File: src/common/ifec_pkg.sv
// Purpose: Constants and state layout for the interrupt flag/enable core
// Assumes: Byte addresses on a 32-bit Avalon-MM slave, 8-bit registers
// Notes:   Register offsets and reset values live here; the core spells out some bit positions
package ifec_pkg;

   // **********
   // Register byte offsets
   // **********
   localparam logic [4:0] IFEC_OFF_CTL_PRIMARY = 5'h00;
   localparam logic [4:0] IFEC_OFF_CTL_EDGES   = 5'h04;
   localparam logic [4:0] IFEC_OFF_CTL_PINS    = 5'h08;
   localparam logic [4:0] IFEC_OFF_PFLAGS_ONE  = 5'h0C;
   localparam logic [4:0] IFEC_OFF_PFLAGS_TWO  = 5'h10;
   localparam logic [4:0] IFEC_OFF_PFLAGS_THR  = 5'h14;
   localparam logic [4:0] IFEC_OFF_RESET_CTL   = 5'h18;

   // **********
   // Reset values
   // **********
   localparam logic [7:0] IFEC_RST_CTL_PRIMARY = 8'h00;
   localparam logic [7:0] IFEC_RST_CTL_EDGES   = 8'hFF;
   localparam logic [7:0] IFEC_RST_CTL_PINS    = 8'hC0;
   localparam logic [7:0] IFEC_RST_PFLAGS      = 8'h00;
   localparam logic [7:0] IFEC_RST_RESET_CTL   = 8'h00;
   localparam logic [1:0] IFEC_SYNC_FILL       = 2'h3;

   // **********
   // Implemented bit masks of the flag registers
   // **********
   localparam logic [7:0] IFEC_MASK_PF1 = 8'hFF;
   localparam logic [7:0] IFEC_MASK_PF2 = 8'h5F;
   localparam logic [7:0] IFEC_MASK_PF3 = 8'h3F;
   localparam logic [7:0] IFEC_RO_PF1   = 8'h30;
   localparam logic [7:0] IFEC_RO_PF3   = 8'h30;

   // **********
   // Field positions
   // **********
   localparam int IFEC_B_GLOBAL_HIGH  = 7;
   localparam int IFEC_B_PERIPH_LOW   = 6;
   localparam int IFEC_B_T0_EN        = 5;
   localparam int IFEC_B_PIN0_EN      = 4;
   localparam int IFEC_B_PCHG_EN      = 3;
   localparam int IFEC_B_T0_FLAG      = 2;
   localparam int IFEC_B_PIN0_FLAG    = 1;
   localparam int IFEC_B_PCHG_FLAG    = 0;
   localparam int IFEC_B_PULLUP_DIS   = 7;
   localparam int IFEC_B_EDGE0        = 6;
   localparam int IFEC_B_T0_PRI       = 2;
   localparam int IFEC_B_PIN3_PRI     = 1;
   localparam int IFEC_B_PCHG_PRI     = 0;
   localparam int IFEC_B_PIN2_PRI     = 7;
   localparam int IFEC_B_PIN1_PRI     = 6;
   localparam int IFEC_B_PIN1_EN      = 3;
   localparam int IFEC_B_PIN1_FLAG    = 0;
   localparam int IFEC_B_PRIO_MODE    = 7;

   // **********
   // Whole state of the block
   // **********
   typedef struct packed {
      logic [7:0]  ctl_primary;
      logic [7:0]  ctl_edges;
      logic [7:0]  ctl_pins;
      logic [7:0]  pflags_one;
      logic [7:0]  pflags_two;
      logic [7:0]  pflags_thr;
      logic [7:0]  reset_ctl;
      logic [3:0]  pin_s1;
      logic [3:0]  pin_s2;
      logic [3:0]  pin_prev;
      logic [3:0]  pb_s1;
      logic [3:0]  pb_s2;
      logic [3:0]  pb_last;
      logic [1:0]  primed;
      logic        waitreq;
      logic [31:0] rdata;
      logic        irq_high;
      logic        irq_low;
      logic [7:0]  pullup_en;
   } ifec_state_s;

endpackage

File: src/design/ifec_core.sv
// Purpose: Interrupt enables, edge selects, priorities and request flags
// Assumes: Event inputs are one-cycle pulses on sys_clk; pins are async
// Notes:   Avalon-MM slave answers every access two edges after request
//
// How it works
// - Flags set on their events regardless of any enable bit.
// - Bit 7 is global enable, or high-priority enable in priority mode.
// - Bit 6 enables peripherals, or all low-priority ones in priority mode.
// - Enables for timer0, pin0, port change; pins 1-3 in third register.
// - Timer0 overflow sets bit 2; only software clears it.
// - Each external pin edge sets its flag; software write clears it.
// - Port-change flag keeps setting until port B is read.
// - Pull-up disable kills all pull-ups, else each follows its latch.
// - Edge select 1 means rising edge, 0 means falling edge.
// - Priority bit 1 marks high priority, 0 low priority.
// - Pin 1 and 2 priorities sit in bits 6, 7 and reset high.
// - Parallel port access sets its flag; software clears it.
// - Conversion done sets converter flag until software clears it.
// - Receive flag is read-only and mirrors receive buffer full.
// - Transmit flag is read-only and mirrors transmit buffer empty.
// - Sync serial done and bus collision set flags; software clears.
// - First capture/compare flag set on timer1 capture or match.
// - Capture/compare 2-5 flags set on their capture or match.
// - Timer2 match and timer1/timer3 overflows set flags.
// - Timer1 overflow flag is bit 0 of first register, resets 0.
// - Timer4 flag is bit 3 of third register, software clears.
// - Low-voltage detect sets its flag until software clears.
// - Priority mode bit 7 of reset control, off by default.
// - Flag, enable and global enable raise high or low request.
// - Accepting an interrupt clears the global enable that allowed it.
`timescale 1ns/1ps

module ifec_core
   import ifec_pkg::*;
#(
   parameter int ADDR_W = 5
) (
   input  wire logic        sys_clk,
   input  wire logic        reset,
   // Avalon-MM slave
   input  wire logic [ADDR_W-1:0] address,
   input  wire logic        read,
   input  wire logic        write,
   input  wire logic [3:0]  byteenable,
   input  wire logic [31:0] writedata,
   output logic [31:0]      readdata,
   output logic             waitrequest,
   // Pins, asynchronous
   input  wire logic [3:0]  ext_pin,
   input  wire logic [3:0]  port_b_pins,
   // Port B side
   input  wire logic        port_b_read,
   input  wire logic [7:0]  port_b_latch,
   output logic [7:0]       pullup_en,
   // Peripheral events, one-cycle pulses
   input  wire logic        timer0_ovf,
   input  wire logic        psp_access,
   input  wire logic        conv_done,
   input  wire logic        sync_serial_done,
   input  wire logic        capcmp1_event,
   input  wire logic        timer2_match,
   input  wire logic        timer1_ovf,
   input  wire logic        comparator_change,
   input  wire logic        nv_write_done,
   input  wire logic        bus_collision,
   input  wire logic        low_voltage,
   input  wire logic        timer3_ovf,
   input  wire logic        capcmp2_event,
   input  wire logic        timer4_event,
   input  wire logic [2:0]  capcmp3to5_event,
   // Serial buffer levels
   input  wire logic        serial1_rx_full,
   input  wire logic        serial1_tx_empty,
   input  wire logic        serial2_rx_full,
   input  wire logic        serial2_tx_empty,
   // Peripheral enables and priorities, flag-register layout
   input  wire logic [23:0] periph_enable,
   input  wire logic [23:0] periph_priority,
   // Processor core side
   input  wire logic        irq_ack,
   input  wire logic        irq_ack_high,
   output logic             irq_high,
   output logic             irq_low
);

   // **********
   // Elaboration checks
   // **********
   if (ADDR_W < 5) begin : g_addr_check
      $error("ADDR_W must be at least 5");
   end

   // **********
   // Functions
   // **********
   // Any source pending whose priority matches the wanted level
   function automatic logic any_pending(
      input logic [23:0] flags,
      input logic [23:0] ens,
      input logic [23:0] pris,
      input logic        use_pri,
      input logic        want_high
   );
      logic [23:0] hit;
      hit = flags & ens;
      if (use_pri) begin
         hit = want_high ? (hit & pris) : (hit & ~pris);
      end
      return |hit;
   endfunction

   // Software value merged with hardware sets; set wins over clear
   function automatic logic [7:0] merge_flags(
      input logic [7:0] cur,
      input logic       wr,
      input logic [7:0] wval,
      input logic [7:0] sets,
      input logic [7:0] mask
   );
      logic [7:0] v;
      v = wr ? wval : cur;
      return (v | sets) & mask;
   endfunction

   // **********
   // State
   // **********
   ifec_state_s st_reg;
   ifec_state_s st_next;

   logic        accept;
   logic        wr_hit;
   logic [4:0]  waddr;
   logic [7:0]  wbyte;
   logic [3:0]  edge_hit;
   logic [3:0]  pb_mismatch;
   logic [7:0]  pf1_set;
   logic [7:0]  pf2_set;
   logic [7:0]  pf3_set;
   logic [7:0]  ctl1_set;
   logic [7:0]  ctl3_set;
   logic [23:0] pflags_all;
   logic [23:0] core_flags;
   logic [23:0] core_ens;
   logic [23:0] core_pris;
   logic        prio_mode;
   logic        core_hi;
   logic        core_lo;
   logic        per_hi;
   logic        per_lo;
   logic [7:0]  rd_byte;

   // Request taken at the edge where waitrequest is already low
   assign accept = (read | write) & ~st_reg.waitreq;
   assign wr_hit = accept & write & byteenable[0];
   assign waddr  = address[4:0];
   assign wbyte  = writedata[7:0];

   // **********
   // Next-state logic
   // **********
   always_comb begin
      st_next = st_reg;

      // Two-stage synchronisers; stage one feeds only stage two
      st_next.pin_s1   = ext_pin;
      st_next.pin_s2   = st_reg.pin_s1;
      st_next.pin_prev = st_reg.pin_s2;
      st_next.pb_s1    = port_b_pins;
      st_next.pb_s2    = st_reg.pb_s1;

      // Edge selects per pin, rising when the bit is high
      edge_hit[0] = st_reg.ctl_edges[IFEC_B_EDGE0]
                  ? (st_reg.pin_s2[0] & ~st_reg.pin_prev[0])
                  : (~st_reg.pin_s2[0] & st_reg.pin_prev[0]);
      for (int i = 1; i < 4; i++) begin
         edge_hit[i] = st_reg.ctl_edges[IFEC_B_EDGE0 - i]
                     ? (st_reg.pin_s2[i] & ~st_reg.pin_prev[i])
                     : (~st_reg.pin_s2[i] & st_reg.pin_prev[i]);
      end

      // Idle-high pins fake nothing: wait until synchronisers are full
      if (st_reg.primed != IFEC_SYNC_FILL) begin
         st_next.primed = st_reg.primed + 2'h1;
         edge_hit       = 4'h0;
      end
      if (st_reg.primed != IFEC_SYNC_FILL || port_b_read) begin
         st_next.pb_last = st_reg.pb_s2;
      end
      pb_mismatch = (st_reg.primed == IFEC_SYNC_FILL && !port_b_read)
                  ? (st_reg.pb_s2 ^ st_reg.pb_last) : 4'h0;

      // Hardware sets of the core flags, enables ignored
      ctl1_set = 8'h00;
      ctl1_set[IFEC_B_T0_FLAG]   = timer0_ovf;
      ctl1_set[IFEC_B_PIN0_FLAG] = edge_hit[0];
      ctl1_set[IFEC_B_PCHG_FLAG] = |pb_mismatch;
      ctl3_set = {5'h00, edge_hit[3:1]};

      // Peripheral flag sets
      pf1_set = {psp_access, conv_done, 2'b00, sync_serial_done,
                 capcmp1_event, timer2_match, timer1_ovf};
      pf2_set = {1'b0, comparator_change, 1'b0, nv_write_done,
                 bus_collision, low_voltage, timer3_ovf, capcmp2_event};
      pf3_set = {4'h0, timer4_event, capcmp3to5_event};

      // Control registers
      if (wr_hit && waddr == IFEC_OFF_CTL_EDGES) begin
         st_next.ctl_edges = wbyte;
      end
      if (wr_hit && waddr == IFEC_OFF_RESET_CTL) begin
         st_next.reset_ctl = wbyte & 8'h80;
      end
      st_next.ctl_primary = merge_flags(st_reg.ctl_primary,
         wr_hit && waddr == IFEC_OFF_CTL_PRIMARY, wbyte, ctl1_set,
         8'hFF);
      st_next.ctl_pins = merge_flags(st_reg.ctl_pins,
         wr_hit && waddr == IFEC_OFF_CTL_PINS, wbyte, ctl3_set,
         8'hFF);

      // Flag registers; read-only bits mirror the buffer levels
      st_next.pflags_one = merge_flags(st_reg.pflags_one,
         wr_hit && waddr == IFEC_OFF_PFLAGS_ONE, wbyte, pf1_set,
         IFEC_MASK_PF1 & ~IFEC_RO_PF1);
      st_next.pflags_one[5] = serial1_rx_full;
      st_next.pflags_one[4] = serial1_tx_empty;
      st_next.pflags_two = merge_flags(st_reg.pflags_two,
         wr_hit && waddr == IFEC_OFF_PFLAGS_TWO, wbyte, pf2_set,
         IFEC_MASK_PF2);
      st_next.pflags_thr = merge_flags(st_reg.pflags_thr,
         wr_hit && waddr == IFEC_OFF_PFLAGS_THR, wbyte, pf3_set,
         IFEC_MASK_PF3 & ~IFEC_RO_PF3);
      st_next.pflags_thr[5] = serial2_rx_full;
      st_next.pflags_thr[4] = serial2_tx_empty;

      // Accept clears the enable that let the request through
      prio_mode = st_reg.reset_ctl[IFEC_B_PRIO_MODE];
      if (irq_ack) begin
         if (!prio_mode || irq_ack_high) begin
            st_next.ctl_primary[IFEC_B_GLOBAL_HIGH] = 1'b0;
         end else begin
            st_next.ctl_primary[IFEC_B_PERIPH_LOW] = 1'b0;
         end
      end

      // Core sources: pin0, timer0, port change, pins 1-3
      core_flags = {18'h0,
         st_reg.ctl_pins[2:0],
         st_reg.ctl_primary[IFEC_B_PCHG_FLAG],
         st_reg.ctl_primary[IFEC_B_T0_FLAG],
         st_reg.ctl_primary[IFEC_B_PIN0_FLAG]};
      core_ens = {18'h0,
         st_reg.ctl_pins[5:3],
         st_reg.ctl_primary[IFEC_B_PCHG_EN],
         st_reg.ctl_primary[IFEC_B_T0_EN],
         st_reg.ctl_primary[IFEC_B_PIN0_EN]};
      // Pin 0 has no priority bit and is always high
      core_pris = {18'h0,
         st_reg.ctl_edges[IFEC_B_PIN3_PRI],
         st_reg.ctl_pins[IFEC_B_PIN2_PRI],
         st_reg.ctl_pins[IFEC_B_PIN1_PRI],
         st_reg.ctl_edges[IFEC_B_PCHG_PRI],
         st_reg.ctl_edges[IFEC_B_T0_PRI],
         1'b1};
      pflags_all = {st_reg.pflags_thr, st_reg.pflags_two,
                    st_reg.pflags_one};

      // Priority bits only count in priority mode
      core_hi = any_pending(core_flags, core_ens, core_pris,
                            prio_mode, 1'b1);
      core_lo = any_pending(core_flags, core_ens, core_pris,
                            prio_mode, 1'b0);
      per_hi  = any_pending(pflags_all, periph_enable, periph_priority,
                            prio_mode, 1'b1);
      per_lo  = any_pending(pflags_all, periph_enable, periph_priority,
                            prio_mode, 1'b0);

      // Request to the high or the low vector
      if (!prio_mode) begin
         st_next.irq_high = st_reg.ctl_primary[IFEC_B_GLOBAL_HIGH]
            & (core_hi | (st_reg.ctl_primary[IFEC_B_PERIPH_LOW]
            & per_hi));
         st_next.irq_low  = 1'b0;
      end else begin
         st_next.irq_high = st_reg.ctl_primary[IFEC_B_GLOBAL_HIGH]
            & (core_hi | per_hi);
         st_next.irq_low  = st_reg.ctl_primary[IFEC_B_GLOBAL_HIGH]
            & st_reg.ctl_primary[IFEC_B_PERIPH_LOW]
            & (core_lo | per_lo);
      end
      // A request just accepted is dropped at once
      if (irq_ack) begin
         st_next.irq_high = 1'b0;
         st_next.irq_low  = 1'b0;
      end

      // Pull-ups follow the port latch unless disabled
      st_next.pullup_en = st_reg.ctl_edges[IFEC_B_PULLUP_DIS]
                        ? 8'h00 : port_b_latch;

      // Read mux; unmapped offsets read zero
      unique case (waddr)
         IFEC_OFF_CTL_PRIMARY: rd_byte = st_reg.ctl_primary;
         IFEC_OFF_CTL_EDGES:   rd_byte = st_reg.ctl_edges;
         IFEC_OFF_CTL_PINS:    rd_byte = st_reg.ctl_pins;
         IFEC_OFF_PFLAGS_ONE:  rd_byte = st_reg.pflags_one;
         IFEC_OFF_PFLAGS_TWO:  rd_byte = st_reg.pflags_two;
         IFEC_OFF_PFLAGS_THR:  rd_byte = st_reg.pflags_thr;
         IFEC_OFF_RESET_CTL:   rd_byte = st_reg.reset_ctl;
         default:              rd_byte = 8'h00;
      endcase

      // Bus handshake: one wait cycle, then answer, then idle high
      if ((read | write) && st_reg.waitreq) begin
         st_next.waitreq = 1'b0;
         st_next.rdata   = {24'h0, rd_byte};
      end else begin
         st_next.waitreq = 1'b1;
      end
   end

   // **********
   // State register
   // **********
   always_ff @(posedge sys_clk) begin
      if (reset) begin
         st_reg             <= '0;
         st_reg.ctl_primary <= IFEC_RST_CTL_PRIMARY;
         st_reg.ctl_edges   <= IFEC_RST_CTL_EDGES;
         st_reg.ctl_pins    <= IFEC_RST_CTL_PINS;
         st_reg.pflags_one  <= IFEC_RST_PFLAGS;
         st_reg.pflags_two  <= IFEC_RST_PFLAGS;
         st_reg.pflags_thr  <= IFEC_RST_PFLAGS;
         st_reg.reset_ctl   <= IFEC_RST_RESET_CTL;
         st_reg.waitreq     <= 1'b1;
      end else begin
         st_reg <= st_next;
      end
   end

   // **********
   // Outputs, straight from the state register
   // **********
   assign readdata    = st_reg.rdata;
   assign waitrequest = st_reg.waitreq;
   assign irq_high    = st_reg.irq_high;
   assign irq_low     = st_reg.irq_low;
   assign pullup_en   = st_reg.pullup_en;

endmodule

File: config.mk
export PLATFORM = sky130hd
export DESIGN_NAME = ifec_core
export DESIGN_NICKNAME = d
export VERILOG_FILES = /design/src/common/ifec_pkg.sv /design/src/design/ifec_core.sv
export SDC_FILE = /design/constraint.sdc
export NUM_CORES = 1
export LEC_CHECK = 0
export BUFFER_PORTS_ARGS = -buffer_cell sky130_fd_sc_hd__buf_2
export CAP_MARGIN = 25
export CORE_MARGIN = 4
export CORE_UTILIZATION = 41
export DETAILED_ROUTE_END_ITERATION = 8
export PLACE_DENSITY_LB_ADDON = 0.3
export SYNTH_ARGS = -nofsm -noshare
export SYNTH_HDL_FRONTEND = slang
export SYNTH_SLANG_ARGS = --single-unit
File: constraint.sdc
create_clock -name sys_clk -period 1.43 [get_ports sys_clk]
set_input_delay 0.0715 -clock sys_clk [delete_from_list [all_inputs] [get_ports sys_clk]]
set_output_delay 0.0715 -clock sys_clk [all_outputs]
set_load 0.01 [all_outputs]
### Word level (Yosys, flattened, before mapping)

Index checks and enable logic that the tools add are counted.

| word-level totals | value |
|---|---|
| bits in registers | 90 |
| input port bits | 133 |
| logic and storage cells | 115 |

| cells by class | value |
|---|---|
| add/subtract/negate cells | 1 |
| equal/unequal tests | 8 |
| multiplexer cells | 21 |
| bitwise logic cells | 44 |
| reduce and logical (&&, ||, !) cells | 22 |

Operator list:

| kind | count |
|---|---|
| $reduce_or 24->1 | 4 |
| $mux 24 | 3 |
| $pmux 8 s7 | 1 |
| $and 24x24->24 | 2 |
| $and 22x24->24 | 1 |
| $and 6x24->24 | 1 |
| $mux 8 | 3 |
| $not 24->24 | 1 |
| $not 6->24 | 1 |
| $and 1x1->1 | 16 |
| $or 8x3->8 | 2 |
| $eq 5x5->1 const B | 3 |
| $and 6x6->6 | 2 |
| $mux 4 | 3 |
| $eq 5x4->1 const B | 2 |
| $not 1->1 | 10 |
| $logic_and 1x1->1 | 9 |
| $or 8x8->8 | 1 |
| $mux 1 | 7 |
| $mux 7 | 1 |
| $or 7x7->7 | 1 |
| $mux 6 | 1 |
| $eq 5x3->1 const B | 1 |
| $logic_not 5->1 | 1 |
| 12 further kinds | 19 |

### Depth between registers and ports, before layout

| depth | value |
|---|---|
| depth in word-level cells | 9 |
| depth in mapped cells | 7 |

### Least setup slack after synthesis

Ideal clock, no wire load.

| timing | value |
|---|---|
| kind | flip-flop to flip-flop |
| from | register st_reg (netlist bit prio_mode) |
| to | register st_reg (netlist bit irq_high) |
| setup time | 142 ps |
| data arrival time | 1,393 ps |
| data required time | 1,288 ps |
| slack | -105 ps |
| stages on the path, launching flop included | 7 |
| buffers on the path | 2 |
| period minus slack after synthesis | 1,535 ps |
| cell sequence | dfxtp_1 -> clkbuf_1 -> buf_2 -> a21oi_1 -> a2111oi_0 -> a21bo_2 -> a21oi_1 |

| between the ends | value |
|---|---|
| longest elaborated chain between the ends | 6 |

Ends and longest elaborated chain:

| element | line | text |
|---|---|---|
| start: declaration | ifec_core.sv:128 | `ifec_state_s st_reg;` |
| start signal: assignment | ifec_core.sv:337 | `st_reg <= st_next;` |
| $mux 24 | ifec_core.sv:106 | `if (use_pri) begin` |
| $reduce_or 24->1 | ifec_core.sv:109 | `return \|hit;` |
| $and 1x1->1 | ifec_core.sv:282 | `& per_hi));` |
| $or 1x1->1 | ifec_core.sv:281 | `& (core_hi \| (st_reg.ctl_primary[IFEC_B_PERIPH_LOW]` |
| $and 1x1->1 | ifec_core.sv:281 |  |
| $mux 2 (*) | ifec_core.sv:279 | `if (!prio_mode) begin` |

Mark *: on every way between the ends. The rest lies on a longest branch, timed or not.
A chain may end at the register's enable or synchronous reset.

### Final worst setup path

| timing | value |
|---|---|
| from | register st_reg (netlist bit prio_mode) |
| to | register st_reg (netlist bit irq_low) |

| between the ends | value |
|---|---|
| longest elaborated chain between the ends | 4 |

Ends and longest elaborated chain:

| element | line | text |
|---|---|---|
| $mux 24 | ifec_core.sv:106 |  |
| $reduce_or 24->1 | ifec_core.sv:109 |  |
| $or 1x1->1 | ifec_core.sv:289 | `& (core_lo \| per_lo);` |
| $and 1x1->1 | ifec_core.sv:289 |  |

Several ways; a longest one is shown, not always the timed one.

==> report_table.html <==
<table>
<tr><th>Metric</th><th>Value</th></tr>
<tr><th colspan="2">Route</th></tr>
<tr><td>Remaining DRCs</td><td>0</td></tr>
<tr><td>Wire length after detailed routing</td><td>between 10000 and 15000 um</td></tr>
<tr><td>Number of antenna-violating nets in the routed design</td><td>0</td></tr>
<tr><td>Number of iterations in the first detailed-routing pass</td><td>5</td></tr>
<tr><td>Wirelength per Cell</td><td>17.1 um</td></tr>
<tr><td>Detailed-route via count</td><td>4398</td></tr>
<tr><td>Count of routing violations after the opening detailed-route iteration</td><td>253</td></tr>
<tr><td>Via density</td><td>between 5 and 6</td></tr>
<tr><th colspan="2">Setup path</th></tr>
<tr><td>Number of buffer and inverter instances along the worst setup path</td><td>2</td></tr>
<tr><td>Family with the most delay on the worst path</td><td>simple AND/OR/NAND/NOR gates</td></tr>
<tr><td>Ordered list of cells on the worst path</td><td>buf_8 -&gt; buf_4 -&gt; a21oi_1 -&gt; or3_1 -&gt; nor4_2 -&gt; a21oi_1</td></tr>
<tr><td>Minimum setup slack among reg-to-reg paths</td><td>-0.04 ns</td></tr>
<tr><td>Endpoint of the worst register-to-register path</td><td>irq_low</td></tr>
<tr><td>Worst Setup Start Kind</td><td>flip-flop</td></tr>
<tr><td>Worst Reg-to-Reg Cells</td><td>6</td></tr>
<tr><td>Slowest cell on crit path</td><td>sky130_fd_sc_hd__dfxtp_4</td></tr>
<tr><td>Arrival @ worst endpoint</td><td>between 1.5 and 2 ns</td></tr>
<tr><td>Peak fanout along the critical path</td><td>6</td></tr>
<tr><td>Endpoint class of the critical path</td><td>flip-flop</td></tr>
<tr><td>Longest individual stage delay on the worst path</td><td>0.40 ns</td></tr>
<tr><td>Data required time of the worst path</td><td>1.70 ns</td></tr>
<tr><td>R2R Path Start</td><td>prio_mode</td></tr>
<tr><td>Crit Path Class</td><td>reg -&gt; reg</td></tr>
<tr><td>Worst path most repeated cell</td><td>sky130_fd_sc_hd__a21oi_1</td></tr>
<tr><th colspan="2">Synth</th></tr>
<tr><td>Yosys warning total</td><td>0</td></tr>
<tr><td>Number of standard cells after synthesis</td><td>506</td></tr>
<tr><td>Mean instance size in the synthesized netlist</td><td>~8.5 sq um</td></tr>
<tr><td>Flip-flop and latch count after synthesis</td><td>90</td></tr>
<tr><td>Number of synthesized flops with an enable pin</td><td>0</td></tr>
<tr><td>Leading register cell type out of synthesis</td><td>sky130_fd_sc_hd__dfxtp_1</td></tr>
<tr><td>Share of the yosys chip area belonging to registers</td><td>42.1%</td></tr>
<tr><td>Area of the mapped netlist</td><td>4280 sq um</td></tr>
<tr><td>Share of async-settable or async-resettable flops after synthesis</td><td>0%</td></tr>
<tr><td>Distinct cell type count after synthesis</td><td>49</td></tr>
<tr><th colspan="2">Timing</th></tr>
<tr><td>Clock tree skew after final layout</td><td>0.00955 ns</td></tr>
<tr><td>Hold Vio Cnt, Final</td><td>0</td></tr>
<tr><td>Slew headroom</td><td>66.5%</td></tr>
<tr><td>Fin Setup TNS</td><td>-0.0382 ns</td></tr>
<tr><td>Final Setup Violations</td><td>1</td></tr>
<tr><td>Setup repair after global routing missed its margin</td><td>true</td></tr>
<tr><td>Worst-margin pin slew</td><td>0.502 ns</td></tr>
<tr><td>Final setup slack of the worst path</td><td>-0.0382 ns</td></tr>
<tr><td>Pins Over Slew Limit</td><td>0</td></tr>
<tr><td>Fmax</td><td>approximately 680 MHz</td></tr>
<tr><td>Minimum clock period after layout</td><td>1.47 ns</td></tr>
<tr><td>Ratio of final minimum period to clock period</td><td>103%</td></tr>
<tr><td>Worst hold slack across all endpoints</td><td>between 0.03 and 0.04 ns</td></tr>
<tr><th colspan="2">Cells and area</th></tr>
<tr><td>Layout Area Growth over Synthesis</td><td>43.2%</td></tr>
<tr><td>Number of flip-flops under the largest register name</td><td>21</td></tr>
<tr><td>Final cell count without fillers</td><td>855</td></tr>
<tr><td>Final std cell area, no fill</td><td>6130 sq um</td></tr>
<tr><td>Number of inserted filler cells in the final layout</td><td>917</td></tr>
<tr><td>Total number of nets in the final design</td><td>849</td></tr>
<tr><td>Util after Layout</td><td>about three fifths</td></tr>
<tr><td>Share of final-layout standard cells stronger than drive strength 1</td><td>34.6%</td></tr>
<tr><td>N_diodes</td><td>0</td></tr>
<tr><th colspan="2">Hold path</th></tr>
<tr><td>Worst hold path class</td><td>in -&gt; reg</td></tr>
<tr><td>Worst Hold Launch</td><td>writedata[1]</td></tr>
<tr><td>Hold Path Depth</td><td>3</td></tr>
<tr><td>Hold Path Sink</td><td>core_flags[0]</td></tr>
<tr><th colspan="2">Die</th></tr>
<tr><td>Die Outline Area</td><td>12100 sq um</td></tr>
<tr><td>Core Area</td><td>10200 sq um</td></tr>
<tr><td>Die width</td><td>110 um</td></tr>
<tr><td>Top-level port count</td><td>176</td></tr>
<tr><td>Vertical extent of the die</td><td>110 um</td></tr>
<tr><td>Standard-cell rows</td><td>37</td></tr>
<tr><td>Initial core utilization</td><td>41.9%</td></tr>
<tr><th colspan="2">Power</th></tr>
<tr><td>Sum of internal, switching and leakage power</td><td>approximately 5.0 mW</td></tr>
<tr><td>Static leakage power</td><td>2.85 nW</td></tr>
<tr><td>Power density of the placed cells</td><td>816 nW/um^2</td></tr>
<tr><td>Worst vdd rail ir drop</td><td>798 uV</td></tr>
<tr><th colspan="2">Global route</th></tr>
<tr><td>Combined global-route utilization of all metal layers</td><td>23.6%</td></tr>
<tr><td>First-pass GRT wire length</td><td>21600 um</td></tr>
<tr><td>Number of global-route vias before repair</td><td>4164</td></tr>
<tr><td>Maximum number of pins on one net before global-route repair</td><td>50</td></tr>
<tr><td>Total congestion overflow</td><td>0</td></tr>
<tr><td>Number of antenna violations at the first check in global routing</td><td>0</td></tr>
<tr><th colspan="2">Place</th></tr>
<tr><td>Cell area reported after detailed placement</td><td>5240 sq um</td></tr>
<tr><td>Number of instances in the placed design</td><td>786</td></tr>
<tr><td>Number of port buffers</td><td>approximately 120</td></tr>
<tr><td>Setup slack at placement</td><td>-0.239 ns</td></tr>
<tr><td>Detailed placement HPWL</td><td>about 11000 um</td></tr>
<tr><td>Weighted congestion at the end of routability-driven global placement</td><td>0.945</td></tr>
<tr><th colspan="2">Clock tree</th></tr>
<tr><td>CTS H-Tree Depth</td><td>3</td></tr>
<tr><td>Skew-Pair Late Insertion Delay</td><td>0.38 ns</td></tr>
<tr><td>CTS Sinks</td><td>90</td></tr>
<tr><td>Root Buffer Master</td><td>sky130_fd_sc_hd__clkbuf_8</td></tr>
<tr><td>Clk buf depth</td><td>2</td></tr>
<tr><td>Clock tree from TritonCTS</td><td>built</td></tr>
<tr><td>Register clock-pin slew on the reported worst setup and hold paths</td><td>0.09 ns</td></tr>
<tr><td>Clock buffer count from CTS</td><td>9</td></tr>
<tr><th colspan="2">Outcome</th></tr>
<tr><td>Violated checks</td><td>setup timing</td></tr>
<tr><td>Status</td><td>finished, violations left</td></tr>
<tr><th colspan="2">Job</th></tr>
<tr><td>MaxCap Viol Count</td><td>0</td></tr>
</table>
[power breakdown]
| part | internal, mW | switching, mW |
|---|---|---|
| logic | 0.410 | 0.382 |
| registers | 2.59 | 0.0702 |
| clock network | 0.623 | 0.931 |
| total | 3.62 | 1.38 |
[layout by cell type (no fill, tap or decap), types with 6 or more instances in the layout]
master / instances
sky130_fd_sc_hd__buf_4: 66
sky130_fd_sc_hd__a21oi_1: 26
sky130_fd_sc_hd__nand3_1: 25
sky130_fd_sc_hd__conb_1: 24
sky130_fd_sc_hd__o21ai_0: 7
sky130_fd_sc_hd__a31oi_1: 7
sky130_fd_sc_hd__nor2_1: 25
sky130_fd_sc_hd__a21o_1: 8
sky130_fd_sc_hd__o22ai_1: 10
sky130_fd_sc_hd__nand2_1: 72
sky130_fd_sc_hd__and2_1: 11
sky130_fd_sc_hd__mux2i_1: 20
sky130_fd_sc_hd__inv_1: 15
sky130_fd_sc_hd__nor2b_1: 36
sky130_fd_sc_hd__dfxtp_1: 82
sky130_fd_sc_hd__clkbuf_8: 9
sky130_fd_sc_hd__nand2_2: 6
sky130_fd_sc_hd__nand3b_1: 7
sky130_fd_sc_hd__buf_2: 116
sky130_fd_sc_hd__a22oi_1: 20
sky130_fd_sc_hd__dlygate4sd3_1: 45
[Yosys cell counts, types with 5 or more instances]
cell | instances | area (sq um)
sky130_fd_sc_hd__nand2_1 | 79 | 297
sky130_fd_sc_hd__buf_2 | 5 | 25.0
sky130_fd_sc_hd__a31oi_1 | 8 | 50.1
sky130_fd_sc_hd__nor2_1 | 26 | 97.6
sky130_fd_sc_hd__and2_1 | 11 | 68.8
sky130_fd_sc_hd__nand3_1 | 25 | 125
sky130_fd_sc_hd__buf_4 | 40 | 300
sky130_fd_sc_hd__mux2i_1 | 20 | 200
sky130_fd_sc_hd__o21ai_0 | 8 | 40.0
sky130_fd_sc_hd__o22ai_1 | 13 | 81.3
sky130_fd_sc_hd__inv_1 | 15 | 56.3
sky130_fd_sc_hd__a22oi_1 | 20 | 150
sky130_fd_sc_hd__a211oi_1 | 6 | 45.0
sky130_fd_sc_hd__nand3b_1 | 7 | 52.6
sky130_fd_sc_hd__nor2b_1 | 39 | 244
sky130_fd_sc_hd__dfxtp_1 | 90 | 1800
sky130_fd_sc_hd__clkbuf_1 | 11 | 41.3
sky130_fd_sc_hd__a21oi_1 | 27 | 135
sky130_fd_sc_hd__a21o_1 | 8 | 60.1
[area by class of cell]
type,count,area [sq um],area share [%]
Clock inverter,6,45.0,0.734
Inverter,15,56.3,0.918
Tap cell,136,170,2.77
Timing Repair Buffer,234,1630,26.6
Sequential cell,90,1820,29.7
Multi-Input combinational cell,365,2290,37.3
Clock buffer,9,124,2.02
[worst max path at each step]
stage / slack [ns] / cells after the start / end / start
3_5_place_dp: -0.24 / 7 / core_flags[0] / address[4]
3_3_place_gp: -0.21 / 7 / core_flags[0] / address[4]
6_report: -0.04 / 6 / irq_low / prio_mode
4_1_cts: -0.04 / 5 / irq_low / core_flags[3]
2_1_floorplan: -0.05 / 6 / irq_high / prio_mode
5_1_grt: -0.10 / 6 / irq_high / prio_mode
[cell families (layout without fill, tap and decap cells)]
family | Yosys count | count (layout) | synth area share [%]
AND/OR/NAND/NOR | 212 | 212 | 25.6
AO/OA/AOI/OAI | 103 | 103 | 16.0
flip-flops | 90 | 90 | 42.1
buffers and inverters | 74 | 264 | 10.3
multiplexers | 20 | 20 | 4.67
XOR/XNOR | 5 | 5 | 1.02
adder cells (fa/ha/maj) | 1 | 1 | 0.292
other | 1 | 24 | 0.0875
[worst register-to-register path, delay by kind of cell, from the launching register on]
| kind | cells | cell delay, ns |
|---|---|---|
| buf+inv | 2 | 0.23 |
| flops | 1 | 0.40 |
| compound gates | 2 | 0.15 |
| simple gates | 2 | 0.58 |
[timing repair]
item | 4_1_cts | 5_1_grt
hold buffers | 45 | 0
endpoints found under the hold margin | 49 | 0
resized for setup | 18 | 31
setup buffers | 3 | 4
cloned | 0 | 2
pin swaps | 9 | 12
endpoints found under the setup margin | 4 | 25
[routing by layer]
layer  global-route usage (%)  routed length (um)  up-vias
met4                     7.12                 409        0
met3                     4.66                 795       32
met2                     40.4                7110      158
li1                         -                   -     2114
met1                     30.1                6330     2094
met5                        0                   0        -
No activity file was read; power rests on OpenSTA's default activity.
